$ cat src/fss_pkg.sv
// package for the fail-safe supply supervisor: constants, states and helpers
package fss_pkg;

	// ----------------------------------------------------------------
	// timing
	// ----------------------------------------------------------------
	localparam int CLK_HZ = 100_000_000;
	localparam int RST_PULSE_US = 1000;
	localparam int WD_PERIOD_MS = 256;
	localparam int BUS_IDLE_MS = 8000;
	localparam int WD_FAIL_LIMIT = 8;
	localparam longint RST_PULSE_CYC_L = (longint'(CLK_HZ) * RST_PULSE_US) / 1_000_000;
	localparam longint WD_PERIOD_CYC_L = (longint'(CLK_HZ) * WD_PERIOD_MS) / 1000;
	localparam longint BUS_IDLE_CYC_L = (longint'(CLK_HZ) * BUS_IDLE_MS) / 1000;

	// ----------------------------------------------------------------
	// safe mode codes and spi command words
	// ----------------------------------------------------------------
	localparam logic [2:0] SAFE_CODE_A = 3'h7;
	localparam logic [2:0] SAFE_CODE_B1 = 3'h6;
	localparam logic [2:0] SAFE_CODE_B2 = 3'h5;
	localparam logic [2:0] SAFE_CODE_B3 = 3'h4;
	localparam logic [15:0] CMD_SAFE_CLR0 = 16'hdd00;
	localparam logic [15:0] CMD_SAFE_CLR1 = 16'hdd80;
	localparam logic [15:0] CMD_WD_READ = 16'h1b00;
	localparam logic [7:0] CMD_WD_REFRESH = 8'h5a;
	localparam logic [1:0] WD_CNT_W = 2'h0;

	typedef enum logic [1:0] {
		FSS_SAFE_A = 2'h0,
		FSS_SAFE_B1 = 2'h1,
		FSS_SAFE_B2 = 2'h2,
		FSS_SAFE_B3 = 2'h3
	} fss_safe_t;

	typedef enum logic [5:0] {
		FSS_INIT_RESET = 6'h01,
		FSS_INIT = 6'h02,
		FSS_RESET = 6'h04,
		FSS_NORMAL_REQ = 6'h08,
		FSS_NORMAL = 6'h10,
		FSS_SAFE = 6'h20
	} fss_state_t;

	// three-bit code to sub-mode; unknown codes fall back to mode a
	function automatic fss_safe_t fss_decode(input logic [2:0] code);
		case (code)
			SAFE_CODE_B1: fss_decode = FSS_SAFE_B1;
			SAFE_CODE_B2: fss_decode = FSS_SAFE_B2;
			SAFE_CODE_B3: fss_decode = FSS_SAFE_B3;
			default: fss_decode = FSS_SAFE_A;
		endcase
	endfunction : fss_decode

endpackage : fss_pkg

$ cat src/fss_supervisor.sv
// fail-safe supply supervisor: supply hold, watchdog reset pulses and safe state machine
// Function
// hold bit resets to zero; zero keeps supply on until undervoltage reset.
// hold clear, in reset mode, battery below turn-on: supply off.
// hold set keeps supply on until power-on reset sets battery fail.
// spi code 111 a, 110 b1, 101 b2, 100 b3 overrides resistor.
// resistor selection sampled leaving init; used unless spi override written.
// mode a keeps supply on until failure recovers.
// mode b1 turns supply off after eight seconds bus idle.
// mode b2 turns supply off on low second input pin.
// mode b3 needs both bus idle timeout and low input pin.
// wake-up with supply off enters reset; pin wake needs prior enable.
// wake sources are can, lin, or high input pin when enabled.
// safe output stays low until host clears flags with dd00 or dd80.
// safe output low while in safe mode.
// watchdog failure asserts safe at first or second reset pulse per bit.
// supply below reset threshold drives safe and reset low together; here safe goes low one cycle after reset.
// reset line held low externally enters safe mode.
// no refresh: 1 ms reset pulse every 256 ms, alternating modes.
// eight consecutive watchdog failures are a distinct fail condition.
// recovery needs reset and supply released plus correct refresh.
// refresh is read of random byte then inverted write-back.
// bus idle timer restarts on can activity.
`timescale 1ns/1ps
module fss_supervisor import fss_pkg::*; #(
	parameter longint RST_PULSE_CYC = RST_PULSE_CYC_L,
	parameter longint WD_PERIOD_CYC = WD_PERIOD_CYC_L,
	parameter longint BUS_IDLE_CYC = BUS_IDLE_CYC_L,
	parameter int CNT_W = 32
) (
	input wire logic clk_in,
	input wire logic resetn_in,
	input wire logic battery_supply_input_ok_in,
	input wire logic por_in,
	input wire logic vdd_uv_in,
	input wire logic rst_pin_in,
	input wire logic can_activity_in,
	input wire logic lin_activity_in,
	input wire logic gen_input2_in,
	input wire logic [2:0] debug_resistor_pin_in,
	input wire logic spi_valid_in,
	input wire logic [15:0] spi_word_in,
	input wire logic low_supply_hold_in,
	input wire logic hold_write_in,
	input wire logic [2:0] safe_override_in,
	input wire logic override_write_in,
	input wire logic second_pulse_sel_in,
	input wire logic pin_wake_en_in,
	input wire logic init_done_in,
	input wire logic [7:0] random_refresh_byte_in,
	output logic vdd_on_out,
	output logic rstn_out,
	output logic safen_out,
	output logic battery_fail_flag_out,
	output logic [5:0] state_out,
	output logic [1:0] safe_mode_out,
	output logic wd_fail8_out
);

	initial begin
		if (RST_PULSE_CYC < 1 || RST_PULSE_CYC >= WD_PERIOD_CYC || CNT_W < 8 || CNT_W > 63 ||
				WD_PERIOD_CYC >= (longint'(1) << CNT_W) || BUS_IDLE_CYC >= (longint'(1) << CNT_W))
			$error("fss_supervisor: bad timing parameters");
	end

	localparam logic [CNT_W-1:0] PULSE_LAST = CNT_W'(RST_PULSE_CYC - 1);
	localparam logic [CNT_W-1:0] PERIOD_LAST = CNT_W'(WD_PERIOD_CYC - 1);
	localparam logic [CNT_W-1:0] IDLE_LAST = CNT_W'(BUS_IDLE_CYC - 1);
	localparam logic [3:0] FAIL_LIMIT = 4'(WD_FAIL_LIMIT);

	// ----------------------------------------------------------------
	// pin synchronisers
	// ----------------------------------------------------------------
	logic [7:0] sync1_reg;
	logic [7:0] sync2_reg;
	always_ff @(posedge clk_in or negedge resetn_in) begin
		if (!resetn_in) begin
			// idle levels: battery ok, no por, no undervoltage, line high, no activity, input high
			sync1_reg <= 8'h93;
			sync2_reg <= 8'h93;
		end else begin
			sync1_reg <= {gen_input2_in, lin_activity_in, can_activity_in, rst_pin_in,
				vdd_uv_in, por_in, 1'b1, battery_supply_input_ok_in};
			sync2_reg <= sync1_reg;
		end
	end
	logic bat_ok;
	logic por_s;
	logic vdd_uv;
	logic rst_pin;
	logic can_act;
	logic lin_act;
	logic in2;
	assign bat_ok = sync2_reg[0];
	assign por_s = sync2_reg[2];
	assign vdd_uv = sync2_reg[3];
	assign rst_pin = sync2_reg[4];
	assign can_act = sync2_reg[5];
	assign lin_act = sync2_reg[6];
	assign in2 = sync2_reg[7];

	// ----------------------------------------------------------------
	// configuration
	// ----------------------------------------------------------------
	fss_state_t state_reg;
	logic hold_reg;
	logic ovr_seen_reg;
	fss_safe_t safe_mode_reg;
	logic pin_wake_reg;
	logic leave_init;
	assign leave_init = (state_reg == FSS_INIT) && init_done_in;

	// hold resets clear
	always_ff @(posedge clk_in or negedge resetn_in) begin
		if (!resetn_in)
			hold_reg <= 1'b0;
		else if (hold_write_in)
			hold_reg <= low_supply_hold_in;
	end

	// spi override wins
	always_ff @(posedge clk_in or negedge resetn_in) begin
		if (!resetn_in) begin
			ovr_seen_reg <= 1'b0;
			safe_mode_reg <= FSS_SAFE_A;
		end else if (override_write_in && safe_override_in[2]) begin
			ovr_seen_reg <= 1'b1;
			safe_mode_reg <= fss_decode(safe_override_in);
		// sample resistor
		end else if (leave_init && !ovr_seen_reg) begin
			safe_mode_reg <= fss_decode(debug_resistor_pin_in);
		end
	end

	// pin wake latched before safe
	always_ff @(posedge clk_in or negedge resetn_in) begin
		if (!resetn_in)
			pin_wake_reg <= 1'b0;
		else if (state_reg != FSS_SAFE)
			pin_wake_reg <= pin_wake_en_in;
	end

	// ----------------------------------------------------------------
	// watchdog refresh and reset pulses
	// ----------------------------------------------------------------
	logic rnd_read_reg;
	logic [7:0] rnd_reg;
	logic refresh_ok;
	// read then inverted write-back
	assign refresh_ok = spi_valid_in && rnd_read_reg && spi_word_in[15:8] == CMD_WD_REFRESH &&
		spi_word_in[7:0] == ~rnd_reg;
	always_ff @(posedge clk_in or negedge resetn_in) begin
		if (!resetn_in) begin
			rnd_read_reg <= 1'b0;
			rnd_reg <= 8'h00;
		end else if (spi_valid_in && spi_word_in == CMD_WD_READ) begin
			rnd_read_reg <= 1'b1;
			rnd_reg <= random_refresh_byte_in;
		end else if (spi_valid_in) begin
			rnd_read_reg <= 1'b0;
		end
	end

	logic [CNT_W-1:0] wd_cnt_reg;
	logic [3:0] wd_fail_reg;
	logic pulse_reg;
	logic [CNT_W-1:0] pulse_cnt_reg;
	logic wd_expire;
	logic wd_active;
	assign wd_active = state_reg != FSS_SAFE;
	assign wd_expire = wd_active && wd_cnt_reg == PERIOD_LAST && !refresh_ok;

	// period counter
	always_ff @(posedge clk_in or negedge resetn_in) begin
		if (!resetn_in)
			wd_cnt_reg <= '0;
		else if (refresh_ok || !wd_active || wd_cnt_reg == PERIOD_LAST)
			wd_cnt_reg <= '0;
		else
			wd_cnt_reg <= wd_cnt_reg + 1'b1;
	end

	// one millisecond pulse
	always_ff @(posedge clk_in or negedge resetn_in) begin
		if (!resetn_in) begin
			pulse_reg <= 1'b0;
			pulse_cnt_reg <= '0;
		end else if (wd_expire) begin
			pulse_reg <= 1'b1;
			pulse_cnt_reg <= '0;
		end else if (pulse_reg) begin
			pulse_cnt_reg <= pulse_cnt_reg + 1'b1;
			if (pulse_cnt_reg == PULSE_LAST)
				pulse_reg <= 1'b0;
		end
	end

	// consecutive failure count
	always_ff @(posedge clk_in or negedge resetn_in) begin
		if (!resetn_in)
			wd_fail_reg <= 4'h0;
		else if (refresh_ok)
			wd_fail_reg <= 4'h0;
		else if (wd_expire && wd_fail_reg != FAIL_LIMIT)
			wd_fail_reg <= wd_fail_reg + 1'b1;
	end
	assign wd_fail8_out = wd_fail_reg == FAIL_LIMIT;

	// first or second pulse
	logic wd_safe;
	assign wd_safe = wd_expire && (second_pulse_sel_in ? wd_fail_reg != 4'h0 : 1'b1);

	// ----------------------------------------------------------------
	// safe flags, clear and recovery
	// ----------------------------------------------------------------
	logic rst_stuck;
	logic set_safe;
	logic safe_flag_reg;
	logic clr_cmd;
	logic rst_drive;
	logic [1:0] drive_dly_reg;
	assign rst_drive = !rstn_out;
	// the sensed line lags our own drive by the two synchroniser stages; the drive is
	// delayed to match, otherwise every released reset would look clamped for two cycles
	always_ff @(posedge clk_in or negedge resetn_in) begin
		if (!resetn_in)
			drive_dly_reg <= 2'h3;
		else
			drive_dly_reg <= {drive_dly_reg[0], rst_drive};
	end
	// reset line clamped low while not driven
	assign rst_stuck = !rst_pin && !rst_drive && drive_dly_reg == 2'h0;
	// undervoltage with reset
	assign set_safe = wd_safe || wd_fail8_out || vdd_uv || rst_stuck;
	// clear commands
	assign clr_cmd = spi_valid_in && (spi_word_in == CMD_SAFE_CLR0 || spi_word_in == CMD_SAFE_CLR1);
	always_ff @(posedge clk_in or negedge resetn_in) begin
		if (!resetn_in)
			safe_flag_reg <= 1'b0;
		else if (set_safe)
			safe_flag_reg <= 1'b1;
		else if (clr_cmd)
			safe_flag_reg <= 1'b0;
	end

	// ----------------------------------------------------------------
	// bus idle timer
	// ----------------------------------------------------------------
	logic [CNT_W-1:0] idle_cnt_reg;
	logic idle_done;
	assign idle_done = idle_cnt_reg == IDLE_LAST;
	// restart on activity
	always_ff @(posedge clk_in or negedge resetn_in) begin
		if (!resetn_in)
			idle_cnt_reg <= '0;
		else if (can_act || state_reg != FSS_SAFE)
			idle_cnt_reg <= '0;
		else if (!idle_done)
			idle_cnt_reg <= idle_cnt_reg + 1'b1;
	end

	// ----------------------------------------------------------------
	// mode state machine and supply
	// ----------------------------------------------------------------
	logic vdd_reg;
	logic off_cond;
	logic wake;
	logic recovered;
	always_comb begin
		unique case (safe_mode_reg)
			FSS_SAFE_A: off_cond = 1'b0;
			// idle timeout
			FSS_SAFE_B1: off_cond = idle_done;
			// low input
			FSS_SAFE_B2: off_cond = !in2;
			// both together
			FSS_SAFE_B3: off_cond = idle_done && !in2;
		endcase
	end
	// wake sources
	assign wake = can_act || lin_act || (pin_wake_reg && in2);
	// recovery
	assign recovered = refresh_ok && rst_pin && !vdd_uv;

	always_ff @(posedge clk_in or negedge resetn_in) begin
		if (!resetn_in) begin
			state_reg <= FSS_INIT_RESET;
		end else begin
			unique case (state_reg)
				FSS_INIT_RESET: if (!pulse_reg && !vdd_uv) state_reg <= FSS_INIT;
				FSS_INIT: if (pulse_reg) state_reg <= FSS_INIT_RESET;
					else if (init_done_in) state_reg <= FSS_NORMAL;
				FSS_RESET: if (!pulse_reg && !vdd_uv) state_reg <= FSS_NORMAL_REQ;
				FSS_NORMAL_REQ: if (set_safe) state_reg <= FSS_SAFE;
					else if (pulse_reg) state_reg <= FSS_RESET;
					else if (refresh_ok) state_reg <= FSS_NORMAL;
				FSS_NORMAL: if (set_safe) state_reg <= FSS_SAFE;
					else if (pulse_reg) state_reg <= FSS_RESET;
				FSS_SAFE: begin
					// wake enters reset
					if (!vdd_reg && wake)
						state_reg <= FSS_RESET;
					// mode a leaves on recovery
					else if (vdd_reg && recovered)
						state_reg <= FSS_NORMAL;
				end
				default: state_reg <= FSS_INIT_RESET;
			endcase
		end
	end

	always_ff @(posedge clk_in or negedge resetn_in) begin
		if (!resetn_in)
			vdd_reg <= 1'b1;
		// hold keeps on until power-on reset
		else if (hold_reg && por_s)
			vdd_reg <= 1'b0;
		// off in reset when battery low
		else if (!hold_reg && !bat_ok && (state_reg == FSS_RESET || vdd_uv))
			vdd_reg <= 1'b0;
		else if (state_reg == FSS_SAFE && off_cond)
			vdd_reg <= 1'b0;
		else if (state_reg != FSS_SAFE && bat_ok)
			vdd_reg <= 1'b1;
	end

	always_ff @(posedge clk_in or negedge resetn_in) begin
		if (!resetn_in)
			battery_fail_flag_out <= 1'b0;
		else if (por_s)
			battery_fail_flag_out <= 1'b1;
		else if (clr_cmd)
			battery_fail_flag_out <= 1'b0;
	end

	// safe low in safe mode
	assign safen_out = !(safe_flag_reg || state_reg == FSS_SAFE);
	assign rstn_out = !(pulse_reg || vdd_uv || state_reg == FSS_RESET || state_reg == FSS_INIT_RESET);
	assign vdd_on_out = vdd_reg;
	assign state_out = state_reg;
	assign safe_mode_out = safe_mode_reg;

endmodule : fss_supervisor

$ cat config.mk
export PLATFORM = sky130hd
export DESIGN_NAME = fss_supervisor
export DESIGN_NICKNAME = d
export VERILOG_FILES = /design/src/fss_pkg.sv /design/src/fss_supervisor.sv
export SDC_FILE = /design/constraint.sdc
export NUM_CORES = 1
export LEC_CHECK = 0
export BUFFER_PORTS_ARGS = -buffer_cell sky130_fd_sc_hd__buf_2
export CORE_MARGIN = 2
export CORE_UTILIZATION = 24
export DETAILED_ROUTE_END_ITERATION = 10
export SLEW_MARGIN = 20
export SYNTH_ARGS = -nofsm -noshare
export SYNTH_HDL_FRONTEND = slang
export SYNTH_SLANG_ARGS = --single-unit
$ cat constraint.sdc
create_clock -name clk_in -period 3.5 [get_ports clk_in]
set_input_delay 0.525 -clock clk_in [delete_from_list [all_inputs] [get_ports clk_in]]
set_output_delay 0.525 -clock clk_in [all_outputs]
set_load 0.05 [all_outputs]
* After elaboration in Yosys (flattened, before gate mapping)
Cells that the tools add are included.
** Operators by class
- $add $sub $neg :: 4
- Eq/ne operators :: 33
- Reductions and logical operators :: 63
- Bitwise logic cells :: 1
- Mux-type cells :: 37
** Operators with widths (count)
- $mux W32 :: 5
- $add A32 B1 Y32 const B :: 3
- $mux W6 :: 11
- $pmux W6 S6 :: 1
- $eq A16 B16 Y1 const B :: 2
- $eq A32 B17 Y1 const B :: 1
- $eq A32 B25 Y1 const B :: 1
- $eq A32 B30 Y1 const B :: 1
- $logic_and A1 B1 Y1 :: 26
- $eq A3 B3 Y1 const B :: 6
- $eq A16 B13 Y1 const B :: 1
- $logic_or A1 B1 Y1 :: 14
- $mux W1 :: 13
- $logic_not A1 Y1 :: 12
- $pmux W2 S3 :: 2
- $reduce_bool A2 Y1 :: 6
- $ne A3 B3 Y1 const B :: 3
- $eq A8 B7 Y1 const B :: 1
- $eq A8 B8 Y1 :: 1
- $mux W4 :: 2
- $ne A4 B4 Y1 const B :: 2
- $not A8 Y8 :: 1
- $reduce_bool A4 Y1 :: 2
- $eq A6 B1 Y1 const B :: 1
- other kinds (16) :: 20
** Word-level totals
- Register bits after elaboration :: 140
- Word-level logic and storage cells :: 156
- Output and inout bits :: 13

* Depth between registers and ports, before layout
Gate-level depths: netlist (run 1).
- Depth after elaboration :: 11
- Gate-level depth with buffers :: 8
- Gate-level depth less buffers :: 7

* Worst setup path after synthesis (run 1)
No wires, ideal clock.
- Kind :: register to output
- Start :: register state_reg[0], in the netlist state_out[0]
- End :: output port safen_out
- Path slack :: 1.009 ns
- Path buffers :: 2
- Stages on the path, launching flop included :: 6
- Data required time :: 2.975 ns
- Arrival time :: 1.966 ns
- Path through :: dfstp_2 > buf_2 > nor4_2 > and3b_1 > clkbuf_1 > nor2_1
** Between the ends
- Cells in the longest elaborated chain, start to end :: 3
** RTL lines
- start, declared :: line fss_supervisor.sv:105 : fss_state_t state_reg;
- start signal, assigned :: line fss_supervisor.sv:287 : state_reg <= FSS_INIT_RESET;
- start signal, assigned :: line fss_supervisor.sv:290 : FSS_INIT_RESET: if (!pulse_reg && !vdd_uv) state_reg <= FSS_INIT;
- start signal, assigned :: line fss_supervisor.sv:291 : FSS_INIT: if (pulse_reg) state_reg <= FSS_INIT_RESET;
- $eq A6 B6 Y1 :: line fss_supervisor.sv:337 : assign safen_out = !(safe_flag_reg || state_reg == FSS_SAFE);
- $logic_or A1 B1 Y1 :: line fss_supervisor.sv:337
- $logic_not A1 Y1 :: line fss_supervisor.sv:337
- end, declared :: line fss_supervisor.sv:53 : output logic safen_out,
No other way between the ends.

* Worst setup path in the final report (run 1)
- Start :: register state_reg[5], in the netlist state_out[5]
- End :: output port rstn_out
** Between the ends
- Cells in the longest elaborated chain, start to end :: 4
** RTL lines
- $eq A6 B3 Y1 :: line fss_supervisor.sv:338 : assign rstn_out = !(pulse_reg || vdd_uv || state_reg == FSS_RESET || state_reg == FSS_INIT_RESET);
- $logic_or A1 B1 Y1 :: line fss_supervisor.sv:338
- $logic_or A1 B1 Y1 * :: line fss_supervisor.sv:338
- $logic_not A1 Y1 * :: line fss_supervisor.sv:338
- end, declared :: line fss_supervisor.sv:52 : output logic rstn_out,
Mark *: on every way between the ends. The rest lies on a longest branch, timed or not.

==> results of run 1 <==
[cell usage in the layout (no fill, tap or decap), types with 26 or more instances in the layout]
cell type    n
dfrtp_1    130
nor2_1     104
buf_2       57
nand2_1     52
xnor2_1     48
xor2_1      43
nand3_1     31
nand4_1     26
[kinds of logic (layout without fill, tap and decap cells)]
kind of cell | count (synthesis) | count (layout)
and+or+nand+nor | 347 | 347
DFF | 140 | 140
xor gates and xnor gates | 91 | 91
AOI/OAI and AO/OA | 56 | 56
buffers and inverters | 40 | 116
muxes | 13 | 13
adders and majority gates | 5 | 5
[metrics by stage]
| step | cell area [um2] | util, % | hold WS (ns) | power, uW | cells |
|---|---|---|---|---|---|
| 6_report | 8230 | 28.8 | 0.101 | 3540 | 1152 |
| 3_5_place_dp | 7650 | 26.7 | 0.335 | 1800 | 1120 |
| 2_1_floorplan | 6980 | - | 0.229 | 1720 | 692 |
| 5_1_grt | 8230 | 28.8 | 0.152 | 3690 | 1152 |
| 3_3_place_gp | 7650 | 26.7 | 0.332 | 1800 | 1120 |
| 4_1_cts | 8230 | 28.8 | 0.132 | 3590 | 1152 |
[worst paths after layout]
check / slack [ns] / start / to
setup / recovery: 0.92 / state_out[5] / rstn_out
hold / removal: 0.10 / resetn_in / wd_cnt_reg[5]
setup reg to reg: 1.20 / wd_cnt_reg[0] / pulse_cnt_reg[17]
hold reg to reg: 0.35 / sync1_reg[3] / sync2_reg[3]
max in group asynchronous: 2.51 / resetn_in / idle_cnt_reg[30]
min in group clk_in: 0.19 / gen_input2_in / sync1_reg[7]
[power groups by stage]
stage | registers (uW) | logic, uW | clock network (uW)
6_report | 1650 | 109 | 1780
5_1_grt | 1650 | 125 | 1910
4_1_cts | 1650 | 114 | 1830
3_5_place_dp | 1680 | 114 | 0
3_3_place_gp | 1680 | 113 | 0
2_1_floorplan | 1690 | 24.3 | 0
[worst max-delay path: cells and delay by family, from the launching register on]
family,cells,cell delay [ns]
buffers and inverters,1,0.25
flip-flops,1,0.45
AND/OR/NAND/NOR,3,0.93
[final cells by class]
type	count	area share, %
flip-flops and latches	140	42.7
multi-input cells	512	39.3
well taps	384	5.84
clock inverters	15	1.88
repair buffers	64	4.15
clock buffers	17	5.17
inverters	20	0.912
[layer usage]
metal / vias up / wire length [um] / GRT usage (%)
met1: 2429 / 7470 / 14.3
met5: - / 0 / 0
met3: 18 / 705 / 3.02
met4: 0 / 161 / 3.47
li1: 2520 / - / -
met2: 108 / 6330 / 15.0
==> flow_metrics.py, run 1 <==
metrics = {
    "logic_synthesis": {
        "synthCells": 692,
        "synth_enable_flop_cells": 0,
        "yosysWarnings": 0,
        "yosys-top-cells-count": "130 x dfrtp_1, 104 x nor2_1, 52 x nand2_1, 48 x xnor2_1, 43 x xor2_1",
        "synth_cell_type_count": 62,
        "synth_fa_ha_area_share_pct": 0.897,
        "synth_top_family_by_area": "simple AND/OR/NAND/NOR gates",
        "postSynthAreaPerCell_um2": 10.1,
        "synth_ff_type": "dfrtp_1",
        "ys_ff_latch": 140,
        "syn_nets": 743,
        "async_flop_share_pct": 100,
        "synthMuxAreaShare_pct": 2.03,
        "yosysSeqAreaShare_pct": 50.4,
        "netlist_area_um2": 6980,
        "synth_most_common_cell": "dfrtp_1",
        "synth-xor-area-share_pct": 11.4,
        "synth_compound_area_share_pct": 5.18,
        "yosys.area_share.simple_pct": 26.9,
        "ys_top_cells_by_area": "dfrtp_1 47%, xnor2_1 6.0%, nor2_1 5.6%, xor2_1 5.4%, dfstp_2 3.8%",
        "synth_top_area_cell": "dfrtp_1",
        "yosysTopAreaCellShare_pct": 46.6,
    },
    "clock_tree": {
        "clkSinkCount": 140,
        "clkTransAtPathRegs_ns": 0.07,
        "cts_setup_buffers": 0,
        "cts_resized": 0,
        "clockBufferDepth": 2,
        "postCtsHoldBufs": 0,
        "tritoncts": "done",
        "clk_latency_ns": 0.43,
        "root_buffer": "clkbuf_16",
        "htree_levels": 4,
        "cts_made_buffers": 17,
    },
    "placement": {
        "io_buffers": 58,
        "dp_slack_ns": 0.998,
        "gp_congestion": 0.736,
        "dpl.hpwl_um": 10200,
    },
    "setup_path": {
        "crit_type": "flip-flop to output pin",
        "critical_path_required_ns": 2.97,
        "critPathLaunchType": "flip-flop",
        "critical_path.max_fanout": 7,
        "crit_chain": "or2_1, nor4_1, nor2_1, buf_2",
        "cp.arrival_ns": 2.06,
        "slowest_stage": "nor4_1",
        "reg2regPathDepth": 7,
        "worst_setup_path_end_kind": "output pin",
        "crit_path_max_incr_delay_ns": 0.47,
    },
    "floorplan": {
        "io_pins": 59,
        "die_area_um2": 30400,
        "die_w_um": 174,
        "rows": 62,
        "fp.coreArea_um2": 28600,
        "fp.dieH_um": 174,
        "start_util_pct": 24.4,
    },
    "drt": {
        "initialDrtViolationCount": 317,
        "drc": 0,
        "dr_total_vias": 5075,
        "firstDrtPassIters": 5,
        "wl_per_cell_um": 12.7,
        "viasPerCell": 4.41,
        "drt-total-wl_um": 14700,
        "ant_nets": 0,
    },
    "grt": {
        "grt_util_all_layers_pct": 10.2,
        "grt_pass1_wl_um": 25100,
        "grt_pass1_vias": 4909,
        "overflow": 0,
        "antenna_found_initial": 0,
        "grt_max_degree": 76,
    },
    "pwr": {
        "power.leakage_uw": 0.00345,
        "powerDensity_nw_per_um2": 430,
        "intPower_uw": 2680,
        "switching_power_uw": 864,
        "clkPwrFrac_pct": 50.3,
        "netSwitchingFraction_pct": 24.4,
        "p_seq_share_pct": 46.7,
        "p_comb_share_pct": 3.1,
        "ir_drop_mv": 0.326,
    },
    "status": {
        "status": "finished clean",
    },
    "final_layout": {
        "multiInputGateArea_um2": 3240,
        "final_nets": 806,
        "seq_area_um2": 3520,
        "diodes": 0,
        "fillers": 2993,
        "drive_above_1_share_pct": 19.8,
        "syn_to_final_growth_pct": 18.0,
    },
    "sta": {
        "period_share_pct": 73.7,
        "setup_violations": 0,
        "rsz0062_at_grt": "no",
        "worst_slack_ns": 0.919,
        "min_period_ns": 2.58,
        "worstMarginPinSlew_ns": 0.698,
        "clock_skew_ns": 0.0103,
        "max_freq_ghz": 0.387,
        "finalHoldViolations": 0,
        "relSlewSlack_pct": 53.4,
        "report.final.slew_viol_count": 0,
        "setup_tns_ns": 0,
    },
    "hold_path": {
        "hp-class": "input pin to async pin",
    },
    "job": {
        "max_cap_violations": 0,
    },
}
No activity file was read; power rests on OpenSTA's default activity.
==> run 2: changes to the inputs <==
==> constraint.sdc (replaced) <==
create_clock -name clk_in -period 2.59 [get_ports clk_in]
set_input_delay 0.3885 -clock clk_in [delete_from_list [all_inputs] [get_ports clk_in]]
set_output_delay 0.3885 -clock clk_in [all_outputs]
set_load 0.05 [all_outputs]
==> run 2 against run 1 <==
Against the previous run: clock skew fell by 0.0013 ns; via count fell by 1.9%; cell count rose by 0.35%; critical endpoint is now safen_out; largest cell class unchanged.
==> flow_metrics.py, run 2 (synthesis results as in run 1) <==
metrics = {
    "setup_path": {
        "reg2regPathDepth": 7,
        "cp.arrival_ns": 1.96,
        "critical_path_required_ns": 2.20,
        "rrSetupSlack_ns": 0.30,
        "r2r_start": "idle_cnt_reg[0]",
        "rr_endpoint": "vdd_on_out",
        "critical_path.max_fanout": 10,
        "worst_setup_path_end_kind": "output pin",
        "critPathLaunchType": "flip-flop",
        "crit_type": "flip-flop to output pin",
    },
    "grt": {
        "grt_max_degree": 58,
        "grt_pass1_vias": 4863,
        "grt_util_all_layers_pct": 10.1,
        "overflow": 0,
        "antenna_found_initial": 0,
        "grt_pass1_wl_um": 24800,
    },
    "pwr": {
        "power.leakage_uw": 0.00345,
        "ir_drop_mv": 0.445,
        "powerDensity_nw_per_um2": 572,
    },
    "clock_tree": {
        "clkSinkCount": 140,
        "clockBufferDepth": 2,
        "htree_levels": 4,
        "clkTransAtPathRegs_ns": 0.06,
        "cts_made_buffers": 17,
        "cts_setup_buffers": 0,
        "tritoncts": "done",
        "root_buffer": "clkbuf_16",
        "clk_latency_ns": 0.42,
    },
    "final_layout": {
        "diodes": 0,
        "fillers": 2956,
        "syn_to_final_growth_pct": 18.8,
        "seq_area_um2": 3520,
        "final_nets": 810,
        "drive_above_1_share_pct": 19.7,
        "final_util_pct": 29.0,
        "multiInputGateArea_um2": 3240,
        "mostFrequentLayoutCells": "130 x dfrtp_1, 104 x nor2_1, 57 x buf_2, 52 x nand2_1, 48 x xnor2_1",
        "final_common_cell": "dfrtp_1",
    },
    "drt": {
        "drt-total-wl_um": 14500,
        "viasPerCell": 4.31,
        "wl_per_cell_um": 12.5,
        "initialDrtViolationCount": 282,
        "dr_total_vias": 4980,
        "ant_nets": 0,
        "firstDrtPassIters": 4,
        "drc": 0,
    },
    "sta": {
        "relSlewSlack_pct": 60.9,
        "worstMarginPinSlew_ns": 0.581,
        "report.final.slew_viol_count": 0,
        "min_period_ns": 2.35,
        "clock_skew_ns": 0.00907,
        "setup_violations": 0,
        "period_share_pct": 90.7,
        "setup_tns_ns": 0,
        "finalHoldViolations": 0,
        "max_freq_ghz": 0.426,
        "rsz0062_at_grt": "no",
    },
    "status": {
        "status": "finished clean",
    },
    "placement": {
        "gp_congestion": 0.764,
        "dpl.hpwl_um": 10300,
        "io_buffers": 58,
    },
    "hold_path": {
        "hp-class": "input pin to flip-flop",
        "hp-start": "rst_pin_in",
        "hold_path_depth": 1,
        "holdPathEnd": "sync1_reg[4]",
    },
    "job": {
        "max_cap_violations": 0,
    },
    "floorplan": {
        "fp.coreArea_um2": 28600,
        "die_area_um2": 30400,
        "die_w_um": 174,
        "start_util_pct": 24.4,
        "rows": 62,
        "fp.dieH_um": 174,
        "io_pins": 59,
    },
}
-- run 2: where the power goes --
part	total, uW	leakage [uW]	switching (uW)	internal, uW
Combinational	154	0.00138	100	53.8
Sequential	2230	0.00181	20.5	2210
Clock	2350	0.000259	914	1440
-- run 2: area by class of cell --
cell class	instances	area share [%]
sequential	140	42.4
multi-input combinational	512	39.1
tap	384	5.80
timing repair buffer	68	4.82
inverter	20	0.906
clock buffer	22	5.48
clock inverter	10	1.43
-- run 2: through the flow --
| step | setup slack (ns) | cells | hold slack (ns) | area (um2) | total power (uW) |
|---|---|---|---|---|---|
| after floorplan | 0.235 | 692 | 0.0929 | 6980 | 2320 |
| after global placement | 0.358 | 1123 | 0.336 | 7700 | 2430 |
| after detailed placement | 0.327 | 1123 | 0.335 | 7700 | 2430 |
| after CTS | 0.0711 | 1156 | 0.0402 | 8280 | 4820 |
| after global routing | 0.0621 | 1156 | 0.0347 | 8290 | 4950 |
| final | 0.240 | 1156 | 0.0595 | 8290 | 4740 |
-- run 2: what timing repair did --
action | in CTS | in global routing
setup endpoints to repair | 0 | 1
resized for setup | 0 | 1
hold endpoints to repair | 38 | 0
hold buffers | 1 | 0
-- run 2: metal layers --
metal | up-vias | track usage [%] | part of all wire, %
li1 | 2518 | - | -
met3 | 13 | 2.87 | 3.9
met2 | 82 | 14.5 | 43
met1 | 2367 | 14.5 | 52
met5 | - | 0 | 0
met4 | 0 | 3.47 | 1.2
-- run 2: worst max-delay path by stage --
| stage | start | endpoint |
|---|---|---|
| 6_report | state_out[1] | safen_out |
| 5_1_grt | state_out[1] | safen_out |
| 4_1_cts | state_out[4] | rstn_out |
| 3_5_place_dp | idle_cnt_reg[0] | vdd_on_out |
| 3_3_place_gp | idle_cnt_reg[0] | vdd_on_out |
| 2_1_floorplan | state_out[0] | safen_out |
-- run 2: critical path, stage by stage, from the launching register on --
cell	delay, ns
dfrtp_1	0.49
nor4_2	0.36
and3b_1	0.40
nor2_1	0.07
buf_2	0.22
